**src/verilog/switch_test_defines.vh**
```
`ifndef SWITCH_TEST_DEFINES_VH
`define SWITCH_TEST_DEFINES_VH
// ****************************************************
// instruction word: 11 bcd digits, sign digit on top
// ****************************************************
`define WORD_W        44
`define SIGN_MSB      43
`define SIGN_LSB      40
`define SEL_MSB       39
`define SEL_LSB       36
`define MID_MSB       35
`define MID_LSB       24
`define OPC_MSB       23
`define OPC_LSB       16
`define ADDR_MSB      15
`define ADDR_LSB      0
`define ADDR_W        16
`define SEL_W         4
`define NUM_SW        10
`define OPC_SWJ       8'h38
`define ADDR_RST      16'h0000
`define ST_IDLE       2'h0
`define ST_CALC       2'h1
`define ST_DONE       2'h2
`endif

```
**src/verilog/switch_test_jump.v**
```verilog
// Summary of operation
// RL1 - operation code 38 selects the switch-test jump
// RL2 - odd sign digit adds index register to target; even does not
// RL3 - switch-select field chooses which control switch is tested
// RL4 - switch on: program counter takes the (modified) target address
// RL5 - switch off: program counter becomes its starting value plus 1
// RL6 - accumulator, auxiliary and index kept; exchange register cleared
// RL7 - middle three-digit field is ignored
// RL8 - four-digit address field is the alternate instruction base
`timescale 1ns/1ps
`default_nettype none
`include "switch_test_defines.vh"
module switch_test_jump (
	input  wire                    REF_CLK_IN,
	input  wire                    RST_IN,
	input  wire                    START_IN,
	input  wire [`WORD_W-1:0]      INSTR_IN,
	input  wire [`ADDR_W-1:0]      PC_IN,
	input  wire [`ADDR_W-1:0]      INDEX_IN,
	input  wire [`NUM_SW-1:0]      SWITCH_IN,
	output reg                     DONE_OUT,
	output reg                     TAKEN_OUT,
	output reg                     PC_LOAD_OUT,
	output reg  [`ADDR_W-1:0]      PC_OUT,
	output reg                     EXCH_CLEAR_OUT,
	output reg                     ILLEGAL_OUT
);

	// ****************************************************
	// state codes
	// ****************************************************
	localparam [1:0] ST_IDLE = `ST_IDLE;
	localparam [1:0] ST_CALC = `ST_CALC;

	// ****************************************************
	// working registers and their next values
	// ****************************************************
	reg  [1:0]         state_q;
	reg  [`WORD_W-1:0] instr_q;
	reg  [`ADDR_W-1:0] pc_q;
	reg  [`ADDR_W-1:0] index_q;

	reg  [1:0]         state_d;
	reg  [`WORD_W-1:0] instr_d;
	reg  [`ADDR_W-1:0] pc_d;
	reg  [`ADDR_W-1:0] index_d;
	reg                done_d;
	reg                taken_d;
	reg                pc_load_d;
	reg  [`ADDR_W-1:0] pc_out_d;
	reg                exch_clear_d;
	reg                illegal_d;

	// ****************************************************
	// instruction fields
	// ****************************************************
	wire [3:0]         sign_dig;
	wire [`SEL_W-1:0]  sel;
	wire [`ADDR_W-1:0] base;
	wire [7:0]         opc_in;
	wire               is_jump;
	wire               index_mod;

	assign sign_dig  = instr_q[`SIGN_MSB:`SIGN_LSB];
	assign sel       = instr_q[`SEL_MSB:`SEL_LSB];
	assign base      = instr_q[`ADDR_MSB:`ADDR_LSB]; // RL8
	// middle digits are never looked at
	// RL7
	assign opc_in    = INSTR_IN[`OPC_MSB:`OPC_LSB];
	assign is_jump   = (opc_in == `OPC_SWJ); // RL1
	// odd sign digit: low bit of the bcd digit
	assign index_mod = sign_dig[0]; // RL2

	// ****************************************************
	// address arithmetic
	// ****************************************************
	wire [`ADDR_W-1:0] mod_val;
	wire [`ADDR_W-1:0] target;
	wire [`ADDR_W-1:0] next_seq;

	assign mod_val = index_mod ? index_q : `ADDR_RST; // RL2
	bcd_add4 u_target (
		.a_in    (base),
		.b_in    (mod_val),
		.sum_out (target)
	);

	bcd_add4 u_seq (
		.a_in    (pc_q),
		.b_in    (16'h0001),
		.sum_out (next_seq)
	);

	// ****************************************************
	// switch selection
	// ****************************************************
	wire [`NUM_SW-1:0] sw_hit;
	wire               sw_on;
	genvar             g;

	generate
		for (g = 0; g < `NUM_SW; g = g + 1) begin : g_sw
			assign sw_hit[g] = (sel == g) & SWITCH_IN[g]; // RL3
		end
	endgenerate
	// select codes past the last switch match no bit and read as off
	assign sw_on = |sw_hit; // RL3

	// ****************************************************
	// next-state and result decode
	// ****************************************************
	always @* begin
		state_d      = state_q;
		instr_d      = instr_q;
		pc_d         = pc_q;
		index_d      = index_q;
		done_d       = 1'b0;
		taken_d      = TAKEN_OUT;
		pc_load_d    = 1'b0;
		pc_out_d     = PC_OUT;
		exch_clear_d = 1'b0;
		illegal_d    = 1'b0;

		case (state_q)
		ST_IDLE: begin
			if (START_IN) begin
				if (is_jump) begin // RL1
					instr_d = INSTR_IN;
					pc_d    = PC_IN;
					index_d = INDEX_IN;
					state_d = ST_CALC;
				end else begin
					// wrong opcode: one illegal pulse, nothing captured
					illegal_d = 1'b1;
				end
			end
		end

		ST_CALC: begin
			// a start seen in this cycle is dropped
			if (sw_on) begin
				pc_out_d = target; // RL4
				taken_d  = 1'b1;
			end else begin
				pc_out_d = next_seq; // RL5
				taken_d  = 1'b0;
			end
			pc_load_d    = 1'b1;
			// besides the program counter load, only the exchange register is touched
			exch_clear_d = 1'b1; // RL6
			done_d       = 1'b1;
			state_d      = ST_IDLE;
		end

		default: begin
			state_d = ST_IDLE;
		end
		endcase
	end

	// ****************************************************
	// sequencing state
	// ****************************************************
	always @(posedge REF_CLK_IN) begin
		if (RST_IN) begin
			state_q <= ST_IDLE;
		end else begin
			state_q <= state_d;
		end
	end

	// ****************************************************
	// captured operands
	// ****************************************************
	always @(posedge REF_CLK_IN) begin
		if (RST_IN) begin
			instr_q <= {`WORD_W{1'b0}};
			pc_q    <= `ADDR_RST;
			index_q <= `ADDR_RST;
		end else begin
			instr_q <= instr_d;
			pc_q    <= pc_d;
			index_q <= index_d;
		end
	end

	// ****************************************************
	// one-cycle completion pulses
	// ****************************************************
	// accumulator, auxiliary and index registers have no path out of
	// this block, so they keep their contents through the jump
	always @(posedge REF_CLK_IN) begin
		if (RST_IN) begin
			DONE_OUT       <= 1'b0;
			PC_LOAD_OUT    <= 1'b0;
			EXCH_CLEAR_OUT <= 1'b0;
			ILLEGAL_OUT    <= 1'b0;
		end else begin
			DONE_OUT       <= done_d;
			PC_LOAD_OUT    <= pc_load_d;
			EXCH_CLEAR_OUT <= exch_clear_d; // RL6
			ILLEGAL_OUT    <= illegal_d;
		end
	end

	// ****************************************************
	// result held until the next completion
	// ****************************************************
	always @(posedge REF_CLK_IN) begin
		if (RST_IN) begin
			TAKEN_OUT <= 1'b0;
			PC_OUT    <= `ADDR_RST;
		end else begin
			TAKEN_OUT <= taken_d;
			PC_OUT    <= pc_out_d; // RL4 RL5
		end
	end

endmodule
`default_nettype wire

```
**src/verilog/bcd_add4.v**
```verilog
`timescale 1ns/1ps
`default_nettype none
// ****************************************************
// four-digit bcd adder, carry out of the top digit dropped
// ****************************************************
module bcd_add4 (
	input  wire [15:0] a_in,
	input  wire [15:0] b_in,
	output wire [15:0] sum_out
);
	reg  [15:0] s;
	reg  [4:0]  d;
	reg         c;
	integer     i;
	always @* begin
		s = 16'h0000;
		c = 1'b0;
		d = 5'h00;
		for (i = 0; i < 4; i = i + 1) begin
			d = {1'b0, a_in[i*4 +: 4]} + {1'b0, b_in[i*4 +: 4]}
				+ {4'h0, c};
			if (d > 5'h09) begin
				d = d + 5'h06;
				c = 1'b1;
			end else begin
				c = 1'b0;
			end
			s[i*4 +: 4] = d[3:0];
		end
	end
	assign sum_out = s;
endmodule
`default_nettype wire

```
**config.mk**
```make
export PLATFORM = sky130hd
export DESIGN_NAME = switch_test_jump
export DESIGN_NICKNAME = d
export VERILOG_FILES = /design/src/verilog/switch_test_jump.v /design/src/verilog/bcd_add4.v
export VERILOG_INCLUDE_DIRS = /design/src /design/src/verilog
export SDC_FILE = /design/constraint.sdc
export NUM_CORES = 1
export LEC_CHECK = 0
export BUFFER_PORTS_ARGS = -buffer_cell sky130_fd_sc_hd__buf_4
export CORE_ASPECT_RATIO = 1.5
export CORE_MARGIN = 10
export CORE_UTILIZATION = 49
export DETAILED_ROUTE_END_ITERATION = 16
export PLACE_DENSITY = 0.77
export SLEW_MARGIN = 5
export SYNTH_ARGS = -nofsm -noshare
export SYNTH_HDL_FRONTEND = slang
export SYNTH_SLANG_ARGS = --single-unit
```
**constraint.sdc**
```tcl
create_clock -name REF_CLK_IN -period 6.6 [get_ports REF_CLK_IN]
set_clock_uncertainty 0.1 [all_clocks]
set_input_delay 0.66 -clock REF_CLK_IN [delete_from_list [all_inputs] [get_ports REF_CLK_IN]]
set_output_delay 0.66 -clock REF_CLK_IN [all_outputs]
set_load 0.005 [all_outputs]
```
Yosys cells after proc, flatten, opt, wreduce, memory -nomap -nowiden --
Cells that the tools add are included.
Storage, ports and cells: bits in registers 93, input port bits 89, output and inout bits 21, logic and storage cells 83
Cells by class: add/sub/neg operators 19, $lt $le $gt $ge 8, equality and inequality tests 10, multiplexer cells 19, bitwise gates (word level) 12, reductions and logical operators 7
Operators by type and width (count):
- $gt A5 B4 Y1 const B | 8
- $add A4 B3 Y4 const B | 8
- $mux W16 | 2
- $mux W4 | 8
- $add A4 B4 Y5 | 4
- $eq A4 B3 Y1 const B | 4
- $add A4 B1 Y5 | 3
- $add A5 B1 Y5 | 3
- $and A1 B1 Y1 | 10
- $reduce_or A10 Y1 | 1
- $mux W1 | 9
- $eq A4 B2 Y1 const B | 2
- $eq A4 B4 Y1 const B | 2
- $eq A8 B6 Y1 const B | 1
- $add A4 B1 Y5 const B | 1
- $eq A4 B1 Y1 const B | 1
- $logic_not A4 Y1 | 1
- $reduce_and A3 Y1 | 1
- $reduce_or A3 Y1 | 1
- $logic_not A2 Y1 | 1
- $not A1 Y1 | 2
- $reduce_and A2 Y1 | 1
- $reduce_or A2 Y1 | 1

Depth between registers and ports, before layout --
word-level depth 14, mapped depth 34, mapped depth without buffers 34

Hierarchy --
From an unflattened synthesis, not the netlist that was laid out.
Unflattened totals: cells, all modules 548, area, all modules 5074.9 um2
Modules (own cells, without submodules):
- switch_test_jump | times used 1, cells each 312, area an instance 3105.5 um2, sequential area each 1461.4 um2
- bcd_add4 | times used 2, cells each 118, area an instance 984.7 um2, sequential area each 0.0 um2

Worst setup path before layout --
Ideal clock, no wire load.
path type register to register, start point register instr_q[40], end point register PC_OUT[14], setup time 0.118 ns, data arrival time 6.891 ns, data required time 6.382 ns, path slack -0.508 ns, cell stages (with the launch flop) 32, buffers on the path 1, clock period less this slack 7.108 ns, cell sequence dfxtp_1 -> clkbuf_1 -> nand2_1 -> fa_1 -> xor2_1 -> ha_1 -> a21bo_2 -> a31oi_1 -> fa_1 -> inv_1 -> fa_1 -> xnor2_1 -> ha_1 -> o21ai_0 -> a31oi_1 -> fa_1 -> inv_1 -> fa_1 -> xnor2_1 -> ha_1 -> o21ai_0 -> a31oi_1 -> fa_1 -> inv_1 -> fa_1 -> xnor2_1 -> ha_1 -> nand2_1 -> nand3_1 -> mux2i_1 -> o21ai_0 -> o2111a_1
On the way: longest elaborated chain between the ends 14, elaborated cells on any way between the ends 18, those cells by class 8 x add/sub; 4 x order compare; 6 x mux
Ends and longest elaborated chain:
- start, declared | line switch_test_jump.v:39 | reg [`WORD_W-1:0] instr_q;
- start signal, assigned | line switch_test_jump.v:177 | instr_q <= {`WORD_W{1'b0}};
- start signal, assigned | line switch_test_jump.v:181 | instr_q <= instr_d;
- $mux W16 (no source line) (*)
- $add A4 B4 Y5 | line bcd_add4.v:20 | d = {1'b0, a_in[i*4 +: 4]} + {1'b0, b_in[i*4 +: 4]}
- $gt A5 B4 Y1 | line bcd_add4.v:22 | if (d > 5'h09) begin
- $mux W1 | line bcd_add4.v:22
- $add A5 B1 Y5 | line bcd_add4.v:21 | + {4'h0, c};
- $gt A5 B4 Y1 | line bcd_add4.v:22
- $mux W1 | line bcd_add4.v:22
- $add A5 B1 Y5 | line bcd_add4.v:21
- $gt A5 B4 Y1 | line bcd_add4.v:22
- $mux W1 | line bcd_add4.v:22
- $add A5 B1 Y5 (*) | line bcd_add4.v:21
- $add A4 B3 Y4 or $gt A5 B4 Y1 (tied branches) | line bcd_add4.v:23, bcd_add4.v:22
- $mux W4 (*) | line bcd_add4.v:22
- $mux W16 (*) | line switch_test_jump.v:141 | if (sw_on) begin
- end signal, assigned | line switch_test_jump.v:212 | PC_OUT <= `ADDR_RST;
- end signal, assigned | line switch_test_jump.v:215 | PC_OUT <= pc_out_d;
- end, declared | line switch_test_jump.v:24 | output reg [`ADDR_W-1:0] PC_OUT,
Mark *: on every way between the ends. The rest lies on a longest branch, timed or not. A chain may end at the register's enable or synchronous reset.

Worst setup path in the final report --
start point register index_q[0], end point register PC_OUT[15]
On the way: longest elaborated chain between the ends 14, elaborated cells on any way between the ends 15, those cells by class 5 x add/sub; 4 x order compare; 6 x mux
Ends and longest elaborated chain:
- start, declared | line switch_test_jump.v:41 | reg [`ADDR_W-1:0] index_q;
- start signal, assigned | line switch_test_jump.v:179 | index_q <= `ADDR_RST;
- start signal, assigned | line switch_test_jump.v:183 | index_q <= index_d;
- $mux W16 (no source line) (*)
- $add A4 B4 Y5 (*) | line bcd_add4.v:20
- $gt A5 B4 Y1 (*) | line bcd_add4.v:22
- $mux W1 (*) | line bcd_add4.v:22
- $add A5 B1 Y5 (*) | line bcd_add4.v:21
- $gt A5 B4 Y1 (*) | line bcd_add4.v:22
- $mux W1 (*) | line bcd_add4.v:22
- $add A5 B1 Y5 (*) | line bcd_add4.v:21
- $gt A5 B4 Y1 (*) | line bcd_add4.v:22
- $mux W1 (*) | line bcd_add4.v:22
- $add A5 B1 Y5 (*) | line bcd_add4.v:21
- $add A4 B3 Y4 or $gt A5 B4 Y1 (tied branches) | line bcd_add4.v:23, bcd_add4.v:22
- $mux W4 (*) | line bcd_add4.v:22
- $mux W16 (*) | line switch_test_jump.v:141
Marked as above.

==> run summary <==
Slowest CP cell: fa_2
Die X: 100 um
DR vias/cell: 5.79
TNS Setup: -0.486 ns
Post-synthesis sequential area ratio: 0.310
VDD IR max: 0.000147 V
Post-synth EDFFs: 0
Clk slew on worst S/H paths: 0.06 ns
Final Power: 1000 uW
CTS Buffer Depth: 2
Hold Fails Final Rpt: 0
Final #Nets: 881
Lkg Pwr: 2.73 nW
PD cells: 150 mW/mm2
Post-Place Setup Slack: -0.505 ns
Routability cong.: 0.887
RSZ-0062 raised after global routing: true
First-pass GRT wire length: 23600 um
Final ANT Viol Nets: 0
Core ar.: 0.00931 mm2
Synth unique cells: 63
Final instance area: 0.00666 mm2
Vias in the first global route: 5137
Failing checks: negative setup slack
Crit path DAT: 6.94 ns
I/O Buffers: 94
# diodes: 0
Syn Area/Cell: 7.72 um2
Avg WL per Cell: 17.9 um
Tot GR Track Use: 0.203
Smallest hold slack: 0.351 ns
Synth top area cells: dfxtp_1 (31%), nand2_1 (11%), ha_1 (9.3%)
Final global-route overflow total: 0
CP peak stage delay: 0.46 ns
WL final: 15500 um
Largest family of logic cells by synthesized area: simple AND/OR/NAND/NOR gates
Fillers: 680
Worst slew pin tran: 1.10 ns
Initial antenna violation count: 0
Share of the synthesized area in the top cell type: 0.310
Initial Utilization: 0.506
Gate power share: 0.053
Power Internal: 787 uW
Via count: 5022
Clock sink count: 73
Seq cells post-synth: 73
Hold WC Path Type: register to register
Post-Synth XOR/XNOR Area: 0.0279
HPWL after DPL: 9980 um
Post-Synthesis Cells: 610
Final setup violation count: 3
CTS tree: built
CP Data Required Time: 6.73 ns
Post-DP Area: 0.00574 mm2
Crit Path Class: register to register
Max-cap violations: 0
Die Ht: 140 um
Synth Area in Simple Gates: 0.233
Hold_buf cts: 0
Site Rows: 43
Dominant cell type by area after synthesis: dfxtp_1
Slew Viols, Final: 0
CP most frequent cell: fa_2
Share of layout cells above drive strength 1: 0.343
Status: finished with violations
Net Sw Frac: 0.213
Num CTS Buffers: 9
Drc violations: 0
Clock power frac: 0.505
Crit start category: register
H-tree depth: 3
Sequential power share: 0.442
Switch Pwr: 213 uW
Met2 Wirelength: 8210 um
Crit share post-route: 1.03
Mux cell area share after synthesis: 0.0252
Max Fanout on Critical Path: 4
Max Clk Rate: 147 MHz
Area growth, synth to finish: 41.3%
Clk_lat worst skew: 0.34 ns
Compound-cell area share of the yosys netlist: 0.213
FF/Latch Area: 0.00147 mm2
Asr flop ratio synth: 0
Cell area after synthesis: 0.00471 mm2
Largest net degree at the start of global routing: 69
Fin worst setup slack: -0.203 ns
DIE AREA: 0.0140 mm2
Post-synthesis adder-cell area fraction: 0.123
Wire length on met3: 1120 um
Min Clock Period, post-route: 6.80 ns
Critical Path End Type: register
Ys flop type: dfxtp_1
DR iter-0 viols: 306
DR top layer: met4
M1 WL: 5430 um
Multi-input logic area: 0.00332 mm2
Initial DRT Pass Iterations: 5
Syn Nets: 741
CTS Root Cell: clkbuf_16
Synth warn: 0
Slew HR: 0.266
I/O Pins: 110
-- power by group through the flow --
stage / Sequential (mW) / Clock (mW) / Combinational [mW]
global placement: 0.452 / 0 / 0.0508
global route: 0.441 / 0.522 / 0.0576
finish: 0.442 / 0.505 / 0.0534
detailed placement: 0.452 / 0 / 0.0519
floorplan: 0.452 / 0 / 0.0149
CTS: 0.442 / 0.508 / 0.0526
-- layout make-up --
type | count | share of cell area
Clock inverter | 4 | 0.00771
Multi-Input combinational cell | 467 | 0.499
Tap cell | 112 | 0.0210
Sequential cell | 73 | 0.220
Inverter | 34 | 0.0195
Timing Repair Buffer | 165 | 0.194
Clock buffer | 12 | 0.0385
-- state kept, by name (all words and copies together) (netlist names) --
name,cells
PC_OUT,16
TAKEN_OUT,1
index_q,16
ILLEGAL_OUT,1
pc_q,16
EXCH_CLEAR_OUT,1
state_q,1
instr_q,21
-- cell usage after synthesis, types with 6 or more instances --
library cell,n
xnor2_1,12
nand2b_1,13
nand3_1,16
a21oi_1,77
ha_1,35
nor2_1,22
o21ai_0,21
and2_1,16
a211oi_1,7
nand2_1,140
fa_1,7
inv_1,34
nor3_1,6
a21o_1,6
dfxtp_1,73
clkbuf_1,23
a31oi_1,10
-- cells in the final DEF, fill, tap and decap left out, types with 6 or more instances in the layout --
master	instances
clkbuf_16	9
nand2_1	136
fa_2	7
a31oi_1	6
ha_1	24
a211oi_1	6
a21oi_1	73
nand2b_1	13
nor2_1	19
and2_1	15
nor3_1	6
inv_2	8
o21ai_0	16
ha_4	6
buf_4	151
a21o_1	6
buf_6	14
dfxtp_1	70
nand3_1	14
inv_1	25
-- stage by stage --
| step | instances | utilization |
|---|---|---|
| 6_report | 867 | 0.715 |
| 5_1_grt | 867 | 0.715 |
| 4_1_cts | 859 | 0.689 |
| 3_5_place_dp | 821 | 0.616 |
| 3_3_place_gp | 821 | 0.616 |
| 2_1_floorplan | 610 | - |
-- per-layer routing --
metal / vias up / track usage
met1: 2346 / 0.202
met4: 0 / 0.101
li1: 2389 / -
met5: - / 0
met3: 64 / 0.0581
met2: 223 / 0.369
-- worst paths after layout --
kind	start	endpoint	slack, ns	cells after the start
worst max-delay path	index_q[0]	PC_OUT[15]	-0.20	33
worst min-delay path	index_q[5]	index_q[5]	0.35	2
worst max register to register	index_q[0]	PC_OUT[15]	-0.20	33
worst min register to register	index_q[5]	index_q[5]	0.35	2
-- cells by family (layout without fill, tap and decap cells) --
group / after synthesis / count (layout)
compound gates: 162 / 162
xor+xnor: 15 / 15
fa+ha+maj: 42 / 42
buf+inv: 70 / 215
flops: 73 / 73
mux: 9 / 9
simple gates: 239 / 239
-- what timing repair did --
item,in CTS,in global routing
endpoints found under the hold margin,0,0
endpoints found under the setup margin,3,4
pin swaps,25,23
setup buffers,22,8
gates resized for setup,50,42
-- worst max-delay path, delay by kind of cell, from the launching register on --
kind | cells | cell delay [ns]
buf+inv | 7 | 0.54
flops | 1 | 0.32
simple gates | 3 | 0.33
xor+xnor | 2 | 0.48
compound gates | 11 | 1.97
fa+ha+maj | 10 | 2.96
No activity file was read; power rests on OpenSTA's default activity.
